$ cat config.mk
export PLATFORM = sky130hd
export DESIGN_NAME = cmpsync_top
export DESIGN_NICKNAME = d
export VERILOG_FILES = /design/src/cmpsync_pkg.sv /design/src/cmpsync_timer_if.sv /design/src/cmpsync_timer_sync.sv /design/src/cmpsync_top.sv
export VERILOG_INCLUDE_DIRS = /design/src /design/src/src
export SDC_FILE = /design/constraint.sdc
export NUM_CORES = 1
export LEC_CHECK = 0
export ABC_CLOCK_PERIOD_IN_PS = 2910
export BUFFER_PORTS_ARGS = -buffer_cell sky130_fd_sc_hd__buf_2
export CAP_MARGIN = 20
export CORE_MARGIN = 4
export CORE_UTILIZATION = 40
export DETAILED_ROUTE_END_ITERATION = 10
export HOLD_SLACK_MARGIN = 0.03
export PLACE_DENSITY = 0.78
export SKIP_CTS_REPAIR_TIMING = 1
export SYNTH_ARGS = -nofsm -noshare
export SYNTH_HDL_FRONTEND = slang
export SYNTH_HIERARCHICAL = 1
export SYNTH_SLANG_ARGS = --single-unit
$ cat constraint.sdc
create_clock -name pclk -period 2.91 [get_ports pclk]
set_clock_uncertainty 0.05 [all_clocks]
set_input_delay 0.4365 -clock pclk [delete_from_list [all_inputs] [get_ports pclk]]
set_output_delay 0.4365 -clock pclk [all_outputs]
set_load 0.01 [all_outputs]
$ cat src/cmpsync_regs.svh
// Register offsets, field positions and reset values of the comparator sync block
`ifndef CMPSYNC_REGS_SVH
`define CMPSYNC_REGS_SVH

// ==========================================================================
// Register byte offsets
// ==========================================================================
`define CMPSYNC_OFS_LINK 12'h000
`define CMPSYNC_OFS_REFSEL 12'h004
`define CMPSYNC_OFS_AUX 12'h008
`define CMPSYNC_OFS_STATUS 12'h00C

// ==========================================================================
// comparator_timer_link_control fields
// ==========================================================================
`define CMPSYNC_LINK_SYNC 0
`define CMPSYNC_LINK_GSS 1
`define CMPSYNC_LINK_HYS 3
`define CMPSYNC_LINK_TCS 4
`define CMPSYNC_LINK_MASK 8'h1B
`define CMPSYNC_LINK_RESET 8'h00

// ==========================================================================
// reference_select_control fields
// ==========================================================================
`define CMPSYNC_REF_LEVEL_LSB 0
`define CMPSYNC_REF_LEVEL_MSB 3
`define CMPSYNC_REF_FIXED 4
`define CMPSYNC_REF_RANGE 5
`define CMPSYNC_REF_MUX 7
`define CMPSYNC_REF_MASK 8'hBF
`define CMPSYNC_REF_RESET 8'h00

// ==========================================================================
// Auxiliary control fields
// ==========================================================================
`define CMPSYNC_AUX_LADDER_EN 0
`define CMPSYNC_AUX_PRESC_LSB 1
`define CMPSYNC_AUX_PRESC_MSB 2
`define CMPSYNC_AUX_MASK 8'h07
`define CMPSYNC_AUX_RESET 8'h00

// ==========================================================================
// Status fields
// ==========================================================================
`define CMPSYNC_STAT_RAW 0
`define CMPSYNC_STAT_RESULT 1
`define CMPSYNC_STAT_SYNCED 2
`define CMPSYNC_STAT_GATE 3
`define CMPSYNC_STAT_FIXED_ON 4
`define CMPSYNC_STAT_LADDER_ON 5

// ==========================================================================
// Ladder fraction in 1/96 of supply
// ==========================================================================
`define CMPSYNC_LOW_STEP 8'h04
`define CMPSYNC_HIGH_BASE 8'h18
`define CMPSYNC_HIGH_STEP 8'h03

// Instruction clock runs at one quarter of the oscillator rate
`define CMPSYNC_INSTR_RATIO 8'h04

`endif

$ cat src/cmpsync_pkg.sv
// Types shared by the comparator sync block
package cmpsync_pkg;

   typedef enum logic [1:0] {
      cmpsync_ref_ground,
      cmpsync_ref_ladder,
      cmpsync_ref_fixed
   } cmpsync_ref_source_type;

   typedef logic [7:0] cmpsync_byte_type;

endpackage : cmpsync_pkg

$ cat src/cmpsync_timer_if.sv
// Signals between the control top and the timer sync unit
`timescale 1ns/1ps
interface cmpsync_timer_if;
   logic sync_enable;
   logic timer_clock_select;
   logic [1:0] prescale_select;
   logic gate_source_select;
   logic comparator_result;
   logic external_gate_pin;
   logic synced_result;
   logic gate_level;
   logic timer_rise;
   logic timer_fall;
   logic timer_increment;

   modport ctrl (
      output sync_enable,
      output timer_clock_select,
      output prescale_select,
      output gate_source_select,
      output comparator_result,
      output external_gate_pin,
      input synced_result,
      input gate_level,
      input timer_rise,
      input timer_fall,
      input timer_increment
   );

   modport unit (
      input sync_enable,
      input timer_clock_select,
      input prescale_select,
      input gate_source_select,
      input comparator_result,
      input external_gate_pin,
      output synced_result,
      output gate_level,
      output timer_rise,
      output timer_fall,
      output timer_increment
   );
endinterface : cmpsync_timer_if

$ cat src/cmpsync_timer_sync.sv
// Timer clock edges, comparator sync latch and gate routing
`timescale 1ns/1ps
`include "cmpsync_regs.svh"
module cmpsync_timer_sync
   import cmpsync_pkg::*;
#(
   parameter int FOSC_DIV = 2
) (
   // Clock and reset
   input wire logic pclk,
   input wire logic presetn,
   // Link to control top
   cmpsync_timer_if.unit link
);

   localparam logic [7:0] FOSC_PERIOD = 8'(FOSC_DIV);

   logic [7:0] phase;
   logic [7:0] next_phase;
   logic latched;
   logic next_latched;
   logic [7:0] period;
   logic [7:0] half;

   // ========================================================================
   // Timer clock period in pclk cycles
   // ========================================================================
   always_comb begin
      logic [7:0] src;
      src = link.timer_clock_select ? FOSC_PERIOD
                                    : 8'(FOSC_PERIOD * `CMPSYNC_INSTR_RATIO);
      period = 8'(src << link.prescale_select);
      half = period >> 1;
   end

   always_comb begin
      if (phase >= 8'(period - 8'h01)) begin
         next_phase = 8'h00;
      end else begin
         next_phase = 8'(phase + 8'h01);
      end
   end

   always_ff @(posedge pclk or negedge presetn) begin
      if (!presetn) begin
         phase <= 8'h00;
      end else begin
         phase <= next_phase;
      end
   end

   // Rising edge counts, falling edge samples: no race
   assign link.timer_rise = (phase == 8'h00);
   assign link.timer_fall = (phase == half);

   // ========================================================================
   // Sync latch
   // ========================================================================
   always_comb begin
      next_latched = latched;
      if (link.timer_fall) begin
         next_latched = link.comparator_result;
      end
   end

   always_ff @(posedge pclk or negedge presetn) begin
      if (!presetn) begin
         latched <= 1'b0;
      end else begin
         latched <= next_latched;
      end
   end

   assign link.synced_result = link.sync_enable ? latched : link.comparator_result;
   assign link.gate_level = link.gate_source_select ? link.external_gate_pin
                                                    : link.synced_result;
   assign link.timer_increment = link.timer_rise & link.gate_level;

endmodule : cmpsync_timer_sync

$ cat src/cmpsync_top.sv
// Comparator sync, hysteresis and reference control with an APB register port
// Operation
// - Sync bit latches result on timer falling edge
// - Latch uses prescaled timer clock
// - Timer counts rising, latch samples falling edge
// - Clock select: 1 oscillator, 0 quarter rate
// - Hysteresis bit enables comparator hysteresis
// - Gate select: 1 external pin, 0 comparator
// - Unimplemented control bits ignore writes, read zero
// - Ladder has its own enable, ANDed with mux bit
// - Range bit picks low or high, 16 taps
// - Low level/24, high quarter plus level/32
// - Ladder off, low, level zero: ground
// - Fixed reference on by bit or fast oscillator
// - Mux bit with enable powers ladder, routes ladder or fixed
// - Mux and fixed bits low: reference grounded
// - Hysteresis: rise above upper, fall below lower
`timescale 1ns/1ps
`include "cmpsync_regs.svh"
module cmpsync_top
   import cmpsync_pkg::*;
#(
   parameter int FOSC_DIV = 2,
   parameter bit GATE_SOURCE_RESET = 1'b1
) (
   // APB slave
   input wire logic pclk,
   input wire logic presetn,
   input wire logic psel,
   input wire logic penable,
   input wire logic pwrite,
   input wire logic [11:0] paddr,
   input wire logic [31:0] pwdata,
   input wire logic [3:0] pstrb,
   output logic [31:0] prdata,
   output logic pready,
   output logic pslverr,
   // Analog comparator side
   input wire logic comparator_raw,
   input wire logic comparator_above_upper,
   input wire logic comparator_below_lower,
   output logic hysteresis_enable,
   // Gate timer side
   input wire logic external_gate_pin,
   output logic gate_level,
   output logic timer_increment,
   output logic comparator_synced,
   // Reference block
   input wire logic fast_internal_oscillator,
   output logic ladder_power,
   output logic [7:0] ladder_fraction,
   output logic fixed_reference_on,
   output cmpsync_ref_source_type comparator_reference_in
);

   localparam logic [7:0] LINK_RESET =
      `CMPSYNC_LINK_RESET | (8'(GATE_SOURCE_RESET) << `CMPSYNC_LINK_GSS);

   cmpsync_byte_type link_ctrl;
   cmpsync_byte_type next_link_ctrl;
   cmpsync_byte_type ref_ctrl;
   cmpsync_byte_type next_ref_ctrl;
   cmpsync_byte_type aux_ctrl;
   cmpsync_byte_type next_aux_ctrl;
   logic hys_state;
   logic next_hys_state;
   logic comparator_result;
   logic [31:0] next_prdata;
   logic next_pslverr;
   logic wr_en;
   logic rd_en;
   logic hit;
   logic [7:0] status;
   logic [3:0] level;
   logic range_low;
   logic mux_ladder;
   logic fixed_bit;

   cmpsync_timer_if tlink ();

   // ========================================================================
   // APB access decode
   // ========================================================================
   assign pready = 1'b1;
   assign wr_en = psel & penable & pwrite;
   assign rd_en = psel & ~penable & ~pwrite;

   always_comb begin
      unique case (paddr)
         `CMPSYNC_OFS_LINK, `CMPSYNC_OFS_REFSEL,
         `CMPSYNC_OFS_AUX, `CMPSYNC_OFS_STATUS: hit = 1'b1;
         default: hit = 1'b0;
      endcase
   end

   // ========================================================================
   // Control registers
   // ========================================================================
   always_comb begin
      next_link_ctrl = link_ctrl;
      next_ref_ctrl = ref_ctrl;
      next_aux_ctrl = aux_ctrl;
      if (wr_en && pstrb[0]) begin
         unique case (paddr)
            `CMPSYNC_OFS_LINK: begin
               next_link_ctrl = pwdata[7:0] & `CMPSYNC_LINK_MASK;
            end
            `CMPSYNC_OFS_REFSEL: begin
               next_ref_ctrl = pwdata[7:0] & `CMPSYNC_REF_MASK;
            end
            `CMPSYNC_OFS_AUX: begin
               next_aux_ctrl = pwdata[7:0] & `CMPSYNC_AUX_MASK;
            end
            default: begin
               next_link_ctrl = link_ctrl;
            end
         endcase
      end
   end

   always_ff @(posedge pclk or negedge presetn) begin
      if (!presetn) begin
         link_ctrl <= LINK_RESET;
         ref_ctrl <= `CMPSYNC_REF_RESET;
         aux_ctrl <= `CMPSYNC_AUX_RESET;
      end else begin
         link_ctrl <= next_link_ctrl;
         ref_ctrl <= next_ref_ctrl;
         aux_ctrl <= next_aux_ctrl;
      end
   end

   // ========================================================================
   // Read data and error, captured in the setup cycle
   // ========================================================================
   always_comb begin
      next_prdata = prdata;
      next_pslverr = 1'b0;
      if (psel && !penable) begin
         next_pslverr = ~hit;
         next_prdata = 32'h0000_0000;
         if (rd_en) begin
            unique case (paddr)
               `CMPSYNC_OFS_LINK: next_prdata = {24'h00_0000, link_ctrl};
               `CMPSYNC_OFS_REFSEL: next_prdata = {24'h00_0000, ref_ctrl};
               `CMPSYNC_OFS_AUX: next_prdata = {24'h00_0000, aux_ctrl};
               `CMPSYNC_OFS_STATUS: next_prdata = {24'h00_0000, status};
               default: next_prdata = 32'h0000_0000;
            endcase
         end
      end else if (psel && penable) begin
         next_pslverr = pslverr;
      end
   end

   always_ff @(posedge pclk or negedge presetn) begin
      if (!presetn) begin
         prdata <= 32'h0000_0000;
         pslverr <= 1'b0;
      end else begin
         prdata <= next_prdata;
         pslverr <= next_pslverr;
      end
   end

   // ========================================================================
   // Hysteresis
   // ========================================================================
   assign hysteresis_enable = link_ctrl[`CMPSYNC_LINK_HYS];

   always_comb begin
      next_hys_state = hys_state;
      if (comparator_above_upper) begin
         next_hys_state = 1'b1;
      end else if (comparator_below_lower) begin
         next_hys_state = 1'b0;
      end
   end

   always_ff @(posedge pclk or negedge presetn) begin
      if (!presetn) begin
         hys_state <= 1'b0;
      end else begin
         hys_state <= next_hys_state;
      end
   end

   assign comparator_result = hysteresis_enable ? hys_state : comparator_raw;

   // ========================================================================
   // Timer sync unit
   // ========================================================================
   assign tlink.sync_enable = link_ctrl[`CMPSYNC_LINK_SYNC];
   assign tlink.timer_clock_select = link_ctrl[`CMPSYNC_LINK_TCS];
   assign tlink.prescale_select = aux_ctrl[`CMPSYNC_AUX_PRESC_MSB:`CMPSYNC_AUX_PRESC_LSB];
   assign tlink.gate_source_select = link_ctrl[`CMPSYNC_LINK_GSS];
   assign tlink.comparator_result = comparator_result;
   assign tlink.external_gate_pin = external_gate_pin;

   cmpsync_timer_sync #(
      .FOSC_DIV(FOSC_DIV)
   ) u_sync (
      .pclk(pclk),
      .presetn(presetn),
      .link(tlink.unit)
   );

   assign gate_level = tlink.gate_level;
   assign timer_increment = tlink.timer_increment;
   assign comparator_synced = tlink.synced_result;

   // ========================================================================
   // Reference control
   // ========================================================================
   assign level = ref_ctrl[`CMPSYNC_REF_LEVEL_MSB:`CMPSYNC_REF_LEVEL_LSB];
   assign range_low = ref_ctrl[`CMPSYNC_REF_RANGE];
   assign mux_ladder = ref_ctrl[`CMPSYNC_REF_MUX];
   assign fixed_bit = ref_ctrl[`CMPSYNC_REF_FIXED];

   // Ladder draws current only when enabled and selected
   assign ladder_power = aux_ctrl[`CMPSYNC_AUX_LADDER_EN] & mux_ladder;
   assign fixed_reference_on = fixed_bit | fast_internal_oscillator;

   always_comb begin
      if (!ladder_power) begin
         ladder_fraction = 8'h00;
      end else if (range_low) begin
         ladder_fraction = 8'(`CMPSYNC_LOW_STEP * level);
      end else begin
         ladder_fraction = 8'(`CMPSYNC_HIGH_BASE + `CMPSYNC_HIGH_STEP * level);
      end
   end

   always_comb begin
      if (mux_ladder) begin
         comparator_reference_in = cmpsync_ref_ladder;
      end else if (fixed_bit) begin
         // Fast oscillator powers the fixed reference but does not route it
         comparator_reference_in = cmpsync_ref_fixed;
      end else begin
         comparator_reference_in = cmpsync_ref_ground;
      end
   end

   // ========================================================================
   // Status
   // ========================================================================
   always_comb begin
      status = 8'h00;
      status[`CMPSYNC_STAT_RAW] = comparator_raw;
      status[`CMPSYNC_STAT_RESULT] = comparator_result;
      status[`CMPSYNC_STAT_SYNCED] = tlink.synced_result;
      status[`CMPSYNC_STAT_GATE] = tlink.gate_level;
      status[`CMPSYNC_STAT_FIXED_ON] = fixed_reference_on;
      status[`CMPSYNC_STAT_LADDER_ON] = ladder_power;
   end

endmodule : cmpsync_top

==> flow_summary_export.csv, run 1 <==
group,metric,value,unit
floorplan,placementRows,27,
setup_path,critical_path.reg2reg.startpoint,"link_ctrl[4]",
route,vias,1771,
timing,max_clock_freq,0.3544,GHz
global_routing,grt_pass1_wl,8.500,mm
timing,setup_viol,0,
global_routing,grt_pass1_vias,1749,
place,dp_worst_setup_slack,220.1,ps
finish,syn_to_final_growth,15.67,%
floorplan,die-width,84.36,µm
job,drv_cap,0,
route,wl_per_cell,14.66,µm
clock_network,cts_inserted_buffers,5,
setup_path,r2r_end,"u_sync/phase[5]",
global_routing,grt_max_degree,33,
synthesis,synth.distinct_cells,53,
route,route.final.wire_length,5.250,mm
setup_path,start_kind,"register",
power,power,1.006,mW
timing,slew_viol_final,0,
floorplan,die_y,84.36,µm
floorplan,start_util,0.4184,
synthesis,ys_seq_area_frac,0.3439,
synthesis,synth_warnings,6,
synthesis,synth-edff-count,0,
finish,drive_gt1_frac,0.3601,
setup_path,r2r_setup_slack,400,ps
place,gp_congestion,0.8239,
timing,fin_setup_tns,0,ps
synthesis,synth_flop_cell,"dfrtp_1",
finish,layout.cells.non_filler,358,
timing,relSlewSlack,0.5235,
setup_path,worst_r2r_path_depth,11,
synthesis,syn_area_per_cell,10.05,µm²
synthesis,synth_common_cells,"31 x dfrtp_1, 29 x buf_4, 21 x nor2_1",
clock_network,htreeDepth,2,
synthesis,synth_cells,232,
global_routing,overflow,0,
floorplan,die_area,0.007117,mm²
setup_path,cp.required,2420,ps
synthesis,synth_area,0.002332,mm²
timing,final_hold_viol_count,0,
clock_network,cts_tree,"yes",
synthesis,yosysMostFrequentCell,"dfrtp_1",
route,post-route-drc-count,0,
timing,tightest_slew,714.7,ps
clock_network,clk_pin_slew,70,ps
clock_network,clk_path_buf_depth,2,
power,p_leak,1.375,nW
timing,rsz0062_at_grt,"yes",
place,dp_hpwl,3.922,mm
route,drt-initial-drc-count,90,
route,dr.pass1.iters,5,
setup_path,worstPathMaxFanout,4,
place,io_buffer_count,52,
setup_path,worstPathArrival,2330,ps
synthesis,synth-seq-cells,32,
global_routing,grt_usage,0.1492,
setup_path,cp-end-kind,"output port",
power,powerDensity,373.0,mW/mm²
synthesis,synth_top_area_frac,0.3326,
synthesis,ys_top_cells_by_area,"dfrtp_1 33%, buf_4 9.3%, ha_1 7.0%",
status,status,"completed",
clock_network,clock_sinks,32,
synthesis,yosys.area.top_type,"dfrtp_1",
synthesis,synthArstFlopShare,1.000,
floorplan,core_area,0.005574,mm²
clock_network,clk_latency,290,ps
timing,setup_ws,88.66,ps
route,viasPerCell,4.947,
place,place_inst,346,
finish,nets,358,
timing,min_period_over_period,0.9695,
route,ant_nets,0,
setup_path,crit_type,"register to output port",
finish,final_util,0.4840,
power,irDropWorstVdd,0.3902,mV
min_path,hp-class,"input port to asynchronous set/reset pin",
finish,diodes,0,
clock_network,cts-root-buf,"clkbuf_8",
global_routing,antenna_found_initial,1,
floorplan,ios,108,
timing,min_period,2821,ps
kinds of logic after synthesis:
group,after synthesis,synth area share
and+or+nand+nor,68,0.1754
DFF,32,0.3439
buffers and inverters,50,0.1288
adders and majority gates,15,0.08691
xor gates and xnor gates,9,0.03380
AOI/OAI and AO/OA,30,0.09174
other,3,0.004828
muxes,25,0.1347
metal layers:
layer | vias to the layer above | GRT usage | routed length (µm)
met3 | 8 | 0.05692 | 405
met5 | - | 0 | 19
li1 | 854 | - | -
met2 | 62 | 0.2647 | 2736
met4 | 2 | 0.02446 | 51
met1 | 845 | 0.1742 | 2037
critical path, cell delays in order, from the launching register on:
cell and delay (ps):
dfrtp_2 450, buf_4 160, ha_1 310, fa_1 460, nor2b_1 160, nor3_1 170, a21oi_1 60, nor2_1 120
buf_2 160
layout make-up:
| class | instances | area (µm²) |
|---|---|---|
| clock buffer | 5 | 68.82 |
| fill | 544 | 2877 |
| timing repair buffer | 57 | 297.8 |
| inverter | 14 | 52.55 |
| tap | 72 | 90.09 |
| clock inverter | 3 | 42.54 |
| multi-input combinational | 175 | 1340 |
| sequential | 32 | 805.8 |
layout by cell type (no fill, tap or decap), drive strengths merged, types with 2 or more instances in the layout:
master  Yosys  routed
or2         2       2
o211ai      3       3
a21oi       6       6
fa          2       2
nand3       4       4
a21o        4       4
dfrtp      31      31
ha         13      13
mux4        2       2
nor4        3       3
clkbuf      4       5
xor2        3       3
nor3b       3       3
inv        14      14
nand2      11      11
nor3        3       3
mux2i       4       4
buf        32      57
nor2       21      21
a22oi       2       2
o31ai       7       7
conb        3      28
or3b        2       2
o21ai       2       2
mux2       19      19
and3        2       2
xnor2       6       6
nand2b      2       2
nor2b       6       6
through the flow:
| stage | hold slack (ps) | instance area [µm²] |
|---|---|---|
| 6_report | 152.1 | 2698 |
| 3_5_place_dp | 414.9 | 2536 |
| 5_1_grt | 212.1 | 2698 |
| 4_1_cts | 184.8 | 2648 |
| 3_3_place_gp | 406.9 | 2536 |
| 2_1_floorplan | 90.91 | 2426 |
power by group:
group	switching (mW)	internal, mW
Combinational	0.0659	0.0420
Sequential	0.0136	0.457
Clock	0.175	0.253
worst max-delay path by stage:
stage	cells after the start	startpoint	to
after floorplan	7	ref_ctrl[2]	ladder_fraction[5]
after global placement	8	ref_ctrl[2]	ladder_fraction[5]
after detailed placement	8	ref_ctrl[2]	ladder_fraction[5]
after CTS	8	ref_ctrl[2]	ladder_fraction[5]
after global routing	8	ref_ctrl[2]	ladder_fraction[4]
final	8	ref_ctrl[2]	ladder_fraction[4]
flip-flops by register name, indices dropped and copies added (netlist names):
register	flops
u_sync/phase	8
prdata	7
ref_ctrl	7
link_ctrl	4
aux_ctrl	3
hys_state	1
pslverr	1
u_sync/latched	1
Note: power is estimated with default switching activity, not from simulation.
==> inputs of run 2 (changes only) <==
- CORE_MARGIN: 4 -> 1
==> run 2 against run 1 <==
Cell area shrank 0.60%. Sequential share of layout area grew 0.088 points. Count of clock-buffer cells in the layout grew 1. Critical path depth is the same. Total power shrank 1.1%. Clock power shrank 2%. Utilization shrank 0.29 points. Register-to-register slack gained 20 ps. Flip-flop and latch count is the same. Largest power group unchanged. Setup slack gained 34 ps.
==> flow_summary_export.csv, run 2 (same netlist as run 1, synthesis figures left out) <==
group,metric,value,unit
setup_path,start_kind,"register",
floorplan,placementRows,27,
finish,final_common_cell,"buf_2",
setup_path,worstPathMaxFanout,5,
floorplan,core_area,0.005574,mm²
floorplan,die-width,78.36,µm
clock_network,clk_latency,280,ps
finish,drive_gt1_frac,0.3497,
route,route.final.wire_length,4.581,mm
setup_path,critPathLaunch,"ref_ctrl[2]",
timing,min_period_over_period,0.9580,
finish,nets,358,
route,wl_per_cell,12.80,µm
finish,syn_to_final_growth,14.97,%
global_routing,grt_pass1_wl,7.458,mm
setup_path,worstPathArrival,2300,ps
floorplan,start_util,0.4184,
clock_network,clk_pin_slew,70,ps
clock_network,clock_sinks,32,
place,gp_congestion,0.7739,
floorplan,die_area,0.006140,mm²
clock_network,cts_inserted_buffers,5,
finish,layout.cells.most_common_list,"52 x buf_2, 30 x dfrtp_1, 28 x conb_1",
timing,relSlewSlack,0.5194,
min_path,hp-class,"input port to asynchronous set/reset pin",
timing,min_period,2788,ps
setup_path,cp-end-kind,"output port",
setup_path,crit_type,"register to output port",
timing,rsz0062_at_grt,"no",
clock_network,cts_tree,"yes",
timing,final_hold_viol_count,0,
route,viasPerCell,4.916,
job,drv_cap,0,
route,ant_nets,0,
setup_path,cp.required,2420,ps
setup_path,r2r_setup_slack,420,ps
setup_path,worst_r2r_path_depth,11,
timing,slew_viol_final,0,
timing,tightest_slew,720.8,ps
route,drt-initial-drc-count,88,
power,p_leak,1.379,nW
finish,regMostFlops,"u_sync/phase",
global_routing,overflow,0,
global_routing,grt_max_degree,33,
place,io_buffer_count,52,
place,dp_hpwl,3.428,mm
global_routing,grt_usage,0.1548,
power,irDropWorstVdd,0.2386,mV
route,dr.pass1.iters,4,
finish,n_fill_cell,512,
finish,largest_register_ffs,8,
setup_path,r2r_end,"u_sync/phase[6]",
finish,diodes,0,
finish,biggestRegsByFlops,"u_sync/phase (8), prdata (7), ref_ctrl (7)",
finish,layout.cells.non_filler,358,
clock_network,clk_path_buf_depth,2,
clock_network,cts-root-buf,"clkbuf_8",
timing,hold_slack,151.6,ps
floorplan,ios,108,
timing,setup_viol,0,
route,vias,1760,
setup_path,critical_path.reg2reg.startpoint,"aux_ctrl[2]",
power,powerDensity,371.1,mW/mm²
status,status,"completed",
global_routing,antenna_found_initial,0,
timing,max_clock_freq,0.3587,GHz
route,post-route-drc-count,0,
place,place_inst,348,
global_routing,grt_pass1_vias,1561,
clock_network,htreeDepth,2,
floorplan,die_y,78.36,µm
power,power,0.9951,mW
[run 2: cell count changes in the layout (fill, tap and decap cells not counted), sizes merged]
cell and change:
clkinvlp -1, clkbuf +1
[run 2: report_power, final]
group	total, mW	leakage (nW)	internal [mW]	switching (mW)
sequential	0.469	0.431	0.457	0.0123
combinational	0.106	0.893	0.0418	0.0642
clock	0.420	0.0552	0.254	0.166
total	0.995	1.38	0.752	0.243
[run 2: critical path, cell delays in order (launching register included)]
cell     delay, ps
dfrtp_2        440
ha_2           200
inv_1           70
fa_1           400
or3b_2         460
a21oi_2        140
xnor2_1        130
nor2_1          50
buf_2          140
[run 2: layer usage]
metal  wire length (µm)  part of all wire  vias to the layer above  global-route usage
li1                   -                 -                      850                   -
met1               2014              0.44                      836              0.2010
met2               2245              0.49                       69              0.2596
met3                287             0.063                        5             0.03488
met4                 34            0.0074                        0             0.03889
met5                  0                 0                        -                   0
[run 2: final cells by class]
class / instances / area (µm²) / share of cell area
clock buffer: 6 / 72.57 / 0.02706
clock inverter: 2 / 35.03 / 0.01307
inverter: 14 / 52.55 / 0.01960
multi-input combinational: 175 / 1330 / 0.4960
sequential: 32 / 803.3 / 0.2996
tap: 72 / 90.09 / 0.03360
timing repair buffer: 57 / 297.8 / 0.1111
[run 2: through the flow]
step                      instance area (µm²)  setup WS, ps  utilization  setup TNS [ps]
after detailed placement                 2551         255.5       0.4577               0
after global routing                     2681         11.03       0.4810               0
after CTS                                2659        -58.70       0.4770          -58.70
after floorplan                          2426         481.7            -               0
after global placement                   2551         304.1       0.4577               0
final                                    2681         122.2       0.4810               0
[run 2: worst max path at each step]
stage,to,slack [ps],cells past startpoint
CTS,ladder_fraction[5],-60,8
global placement,ladder_fraction[5],300,8
global route,ladder_fraction[5],10,8
detailed placement,ladder_fraction[5],260,8
finish,ladder_fraction[5],120,8
floorplan,ladder_fraction[5],480,7
==> inputs of run 3 (changes only) <==
- ABC_CLOCK_PERIOD_IN_PS: 2910 -> 3200
- clock period: 2.91 -> 3.2 ns (I/O delays scaled with it)
==> run 3 against run 2 <==
Critical path depth unchanged. Clock power shrank 8.6%. Final cell count down 1.4%. Sequential share of layout area up 0.46 points. Register-to-register slack gained 60 ps. Largest cell class unchanged. Setup slack better by 99 ps.
==> flow_summary_export.csv, run 3 (same netlist as run 1, synthesis figures left out) <==
group,metric,value,unit
status,status,"completed",
setup_path,worstPathMaxFanout,7,
timing,slew_viol_final,0,
timing,final_hold_viol_count,0,
floorplan,core_area,0.005574,mm²
floorplan,die-width,78.36,µm
clock_network,cts_inserted_buffers,5,
floorplan,ios,108,
finish,regMostFlops,"u_sync/phase",
finish,diodes,0,
route,drt-initial-drc-count,78,
setup_path,crit_family,"adder cells",
setup_path,cp_cell_sequence,"ha_1, inv_1, fa_1, or3b_2, a21oi_1, xnor2_1, nor2_1, buf_2",
timing,min_period_over_period,0.9308,
route,viasPerCell,4.986,
global_routing,antenna_found_initial,0,
finish,final_common_cell,"buf_2",
route,wl_per_cell,12.98,µm
power,comb_power_share,0.106,
route,post-route-drc-count,0,
floorplan,die_y,78.36,µm
min_path,hp-class,"input port to asynchronous set/reset pin",
global_routing,grt_usage,0.1592,
timing,relSlewSlack,0.5188,
route,dr.pass1.iters,4,
finish,biggestRegsByFlops,"u_sync/phase (8), prdata (7), ref_ctrl (7)",
setup_path,start_kind,"register",
global_routing,grt_pass1_wl,7.721,mm
clock_network,clk_pin_slew,70,ps
clock_network,clk_latency,280,ps
power,p_leak,1.357,nW
route,route.final.wire_length,4.583,mm
route,ant_nets,0,
finish,nets,353,
power,netSwitchingFraction,0.2459,
route,vias,1760,
floorplan,start_util,0.4184,
power,power.share.clock,0.423,
timing,tightest_slew,721.8,ps
finish,postLayoutCellArea,0.002636,mm²
setup_path,crit_type,"register to output port",
finish,largest_register_ffs,8,
timing,max_clock_freq,0.3357,GHz
clock_network,clock_sinks,32,
floorplan,die_area,0.006140,mm²
finish,drive_gt1_frac,0.3274,
timing,rsz0062_at_grt,"no",
power,irDropWorstVdd,0.2217,mV
place,place_area,0.002529,mm²
finish,layout.cells.most_common_list,"52 x buf_2, 31 x dfrtp_1, 28 x conb_1",
floorplan,placementRows,27,
setup_path,critPathBufInv,2,
power,p_sw,0.2228,mW
power,internal-power,0.6833,mW
place,gp_congestion,0.7664,
clock_network,cts_tree,"yes",
clock_network,cts-root-buf,"clkbuf_8",
setup_path,cp_num_cells,8,
setup_path,crit_path_max_incr_delay,490,ps
setup_path,worstPathArrival,2450,ps
timing,fin_setup_tns,0,ps
setup_path,cp.required,2670,ps
global_routing,overflow,0,
global_routing,grt_max_degree,33,
finish,syn_to_final_growth,13.04,%
global_routing,grt_pass1_vias,1649,
power,powerDensity,343.7,mW/mm²
clock_network,clk_path_buf_depth,2,
setup_path,cp_slowest_cell,"dfrtp_1",
job,drv_cap,0,
setup_path,cp-end-kind,"output port",
power,p_seq_frac,0.471,
setup_path,worst_r2r_path_depth,10,
clock_network,htreeDepth,2,
place,dp_hpwl,3.459,mm
place,io_buffer_count,52,
timing,min_period,2979,ps
timing,setup_viol,0,
==> run 3: cell types whose count changed in the layout (fill, tap and decap cells not counted), sizes merged <==
cell / change
buf: -5
==> run 3: through the flow <==
| stage | worst slack, ps | hold WS, ps | std cells | total power, mW | util |
|---|---|---|---|---|---|
| 3_5_place_dp | 511.4 | 413.3 | 345 | 0.5299 | 0.4536 |
| 3_3_place_gp | 539.6 | 409.3 | 345 | 0.5271 | 0.4536 |
| 5_1_grt | 44.29 | 255.9 | 353 | 0.9413 | 0.4730 |
| 6_report | 221.4 | 196.2 | 353 | 0.9061 | 0.4730 |
| 2_1_floorplan | 728.2 | 134.4 | 257 | 0.5131 | - |
| 4_1_cts | 205.6 | 215.7 | 353 | 0.9146 | 0.4730 |
==> run 3: path summary, 6_finish.rpt <==
kind,slack [ps],from,end
worst max-delay path,220,ref_ctrl[2],ladder_fraction[5]
worst min-delay path,200,presetn,ref_ctrl[7]
worst max register to register,480,link_ctrl[4],u_sync/phase[5]
worst min register to register,430,prdata[1],prdata[1]
max in group asynchronous,2430,presetn,u_sync/phase[6]
min in group pclk,320,comparator_above_upper,hys_state
==> run 3: worst register-to-register path: cells and delay by family, from the launching register on <==
| kind | cells | cell delay (ps) |
|---|---|---|
| AO/OA/AOI/OAI | 2 | 550 |
| adder cells (fa/ha/maj) | 2 | 540 |
| flip-flops | 1 | 510 |
| buffers and inverters | 1 | 60 |
| AND/OR/NAND/NOR | 4 | 710 |
| XOR/XNOR | 1 | 150 |
==> run 3: per-layer routing <==
layer | track usage | up-vias | wire (µm)
met5 | 0 | - | 0
met4 | 0.03889 | 0 | 23
met3 | 0.03372 | 4 | 284
met2 | 0.2719 | 73 | 2215
met1 | 0.2044 | 840 | 2059
li1 | - | 843 | -
==> run 3: cell type report <==
type / instances / area [µm²]
fill: 521 / 2938
clock buffer: 6 / 72.57
inverter: 14 / 52.55
multi-input combinational: 175 / 1324
timing repair buffer: 52 / 260.3
clock inverter: 2 / 35.03
tap: 72 / 90.09
sequential: 32 / 802.0
==> run 3: power by group through the flow <==
stage | Clock (mW) | Sequential (mW) | Combinational (mW)
final | 0.384 | 0.427 | 0.0956
after floorplan | 0 | 0.430 | 0.0831
after CTS | 0.392 | 0.427 | 0.0959
after global routing | 0.406 | 0.428 | 0.107
after detailed placement | 0 | 0.434 | 0.0956
after global placement | 0 | 0.433 | 0.0939
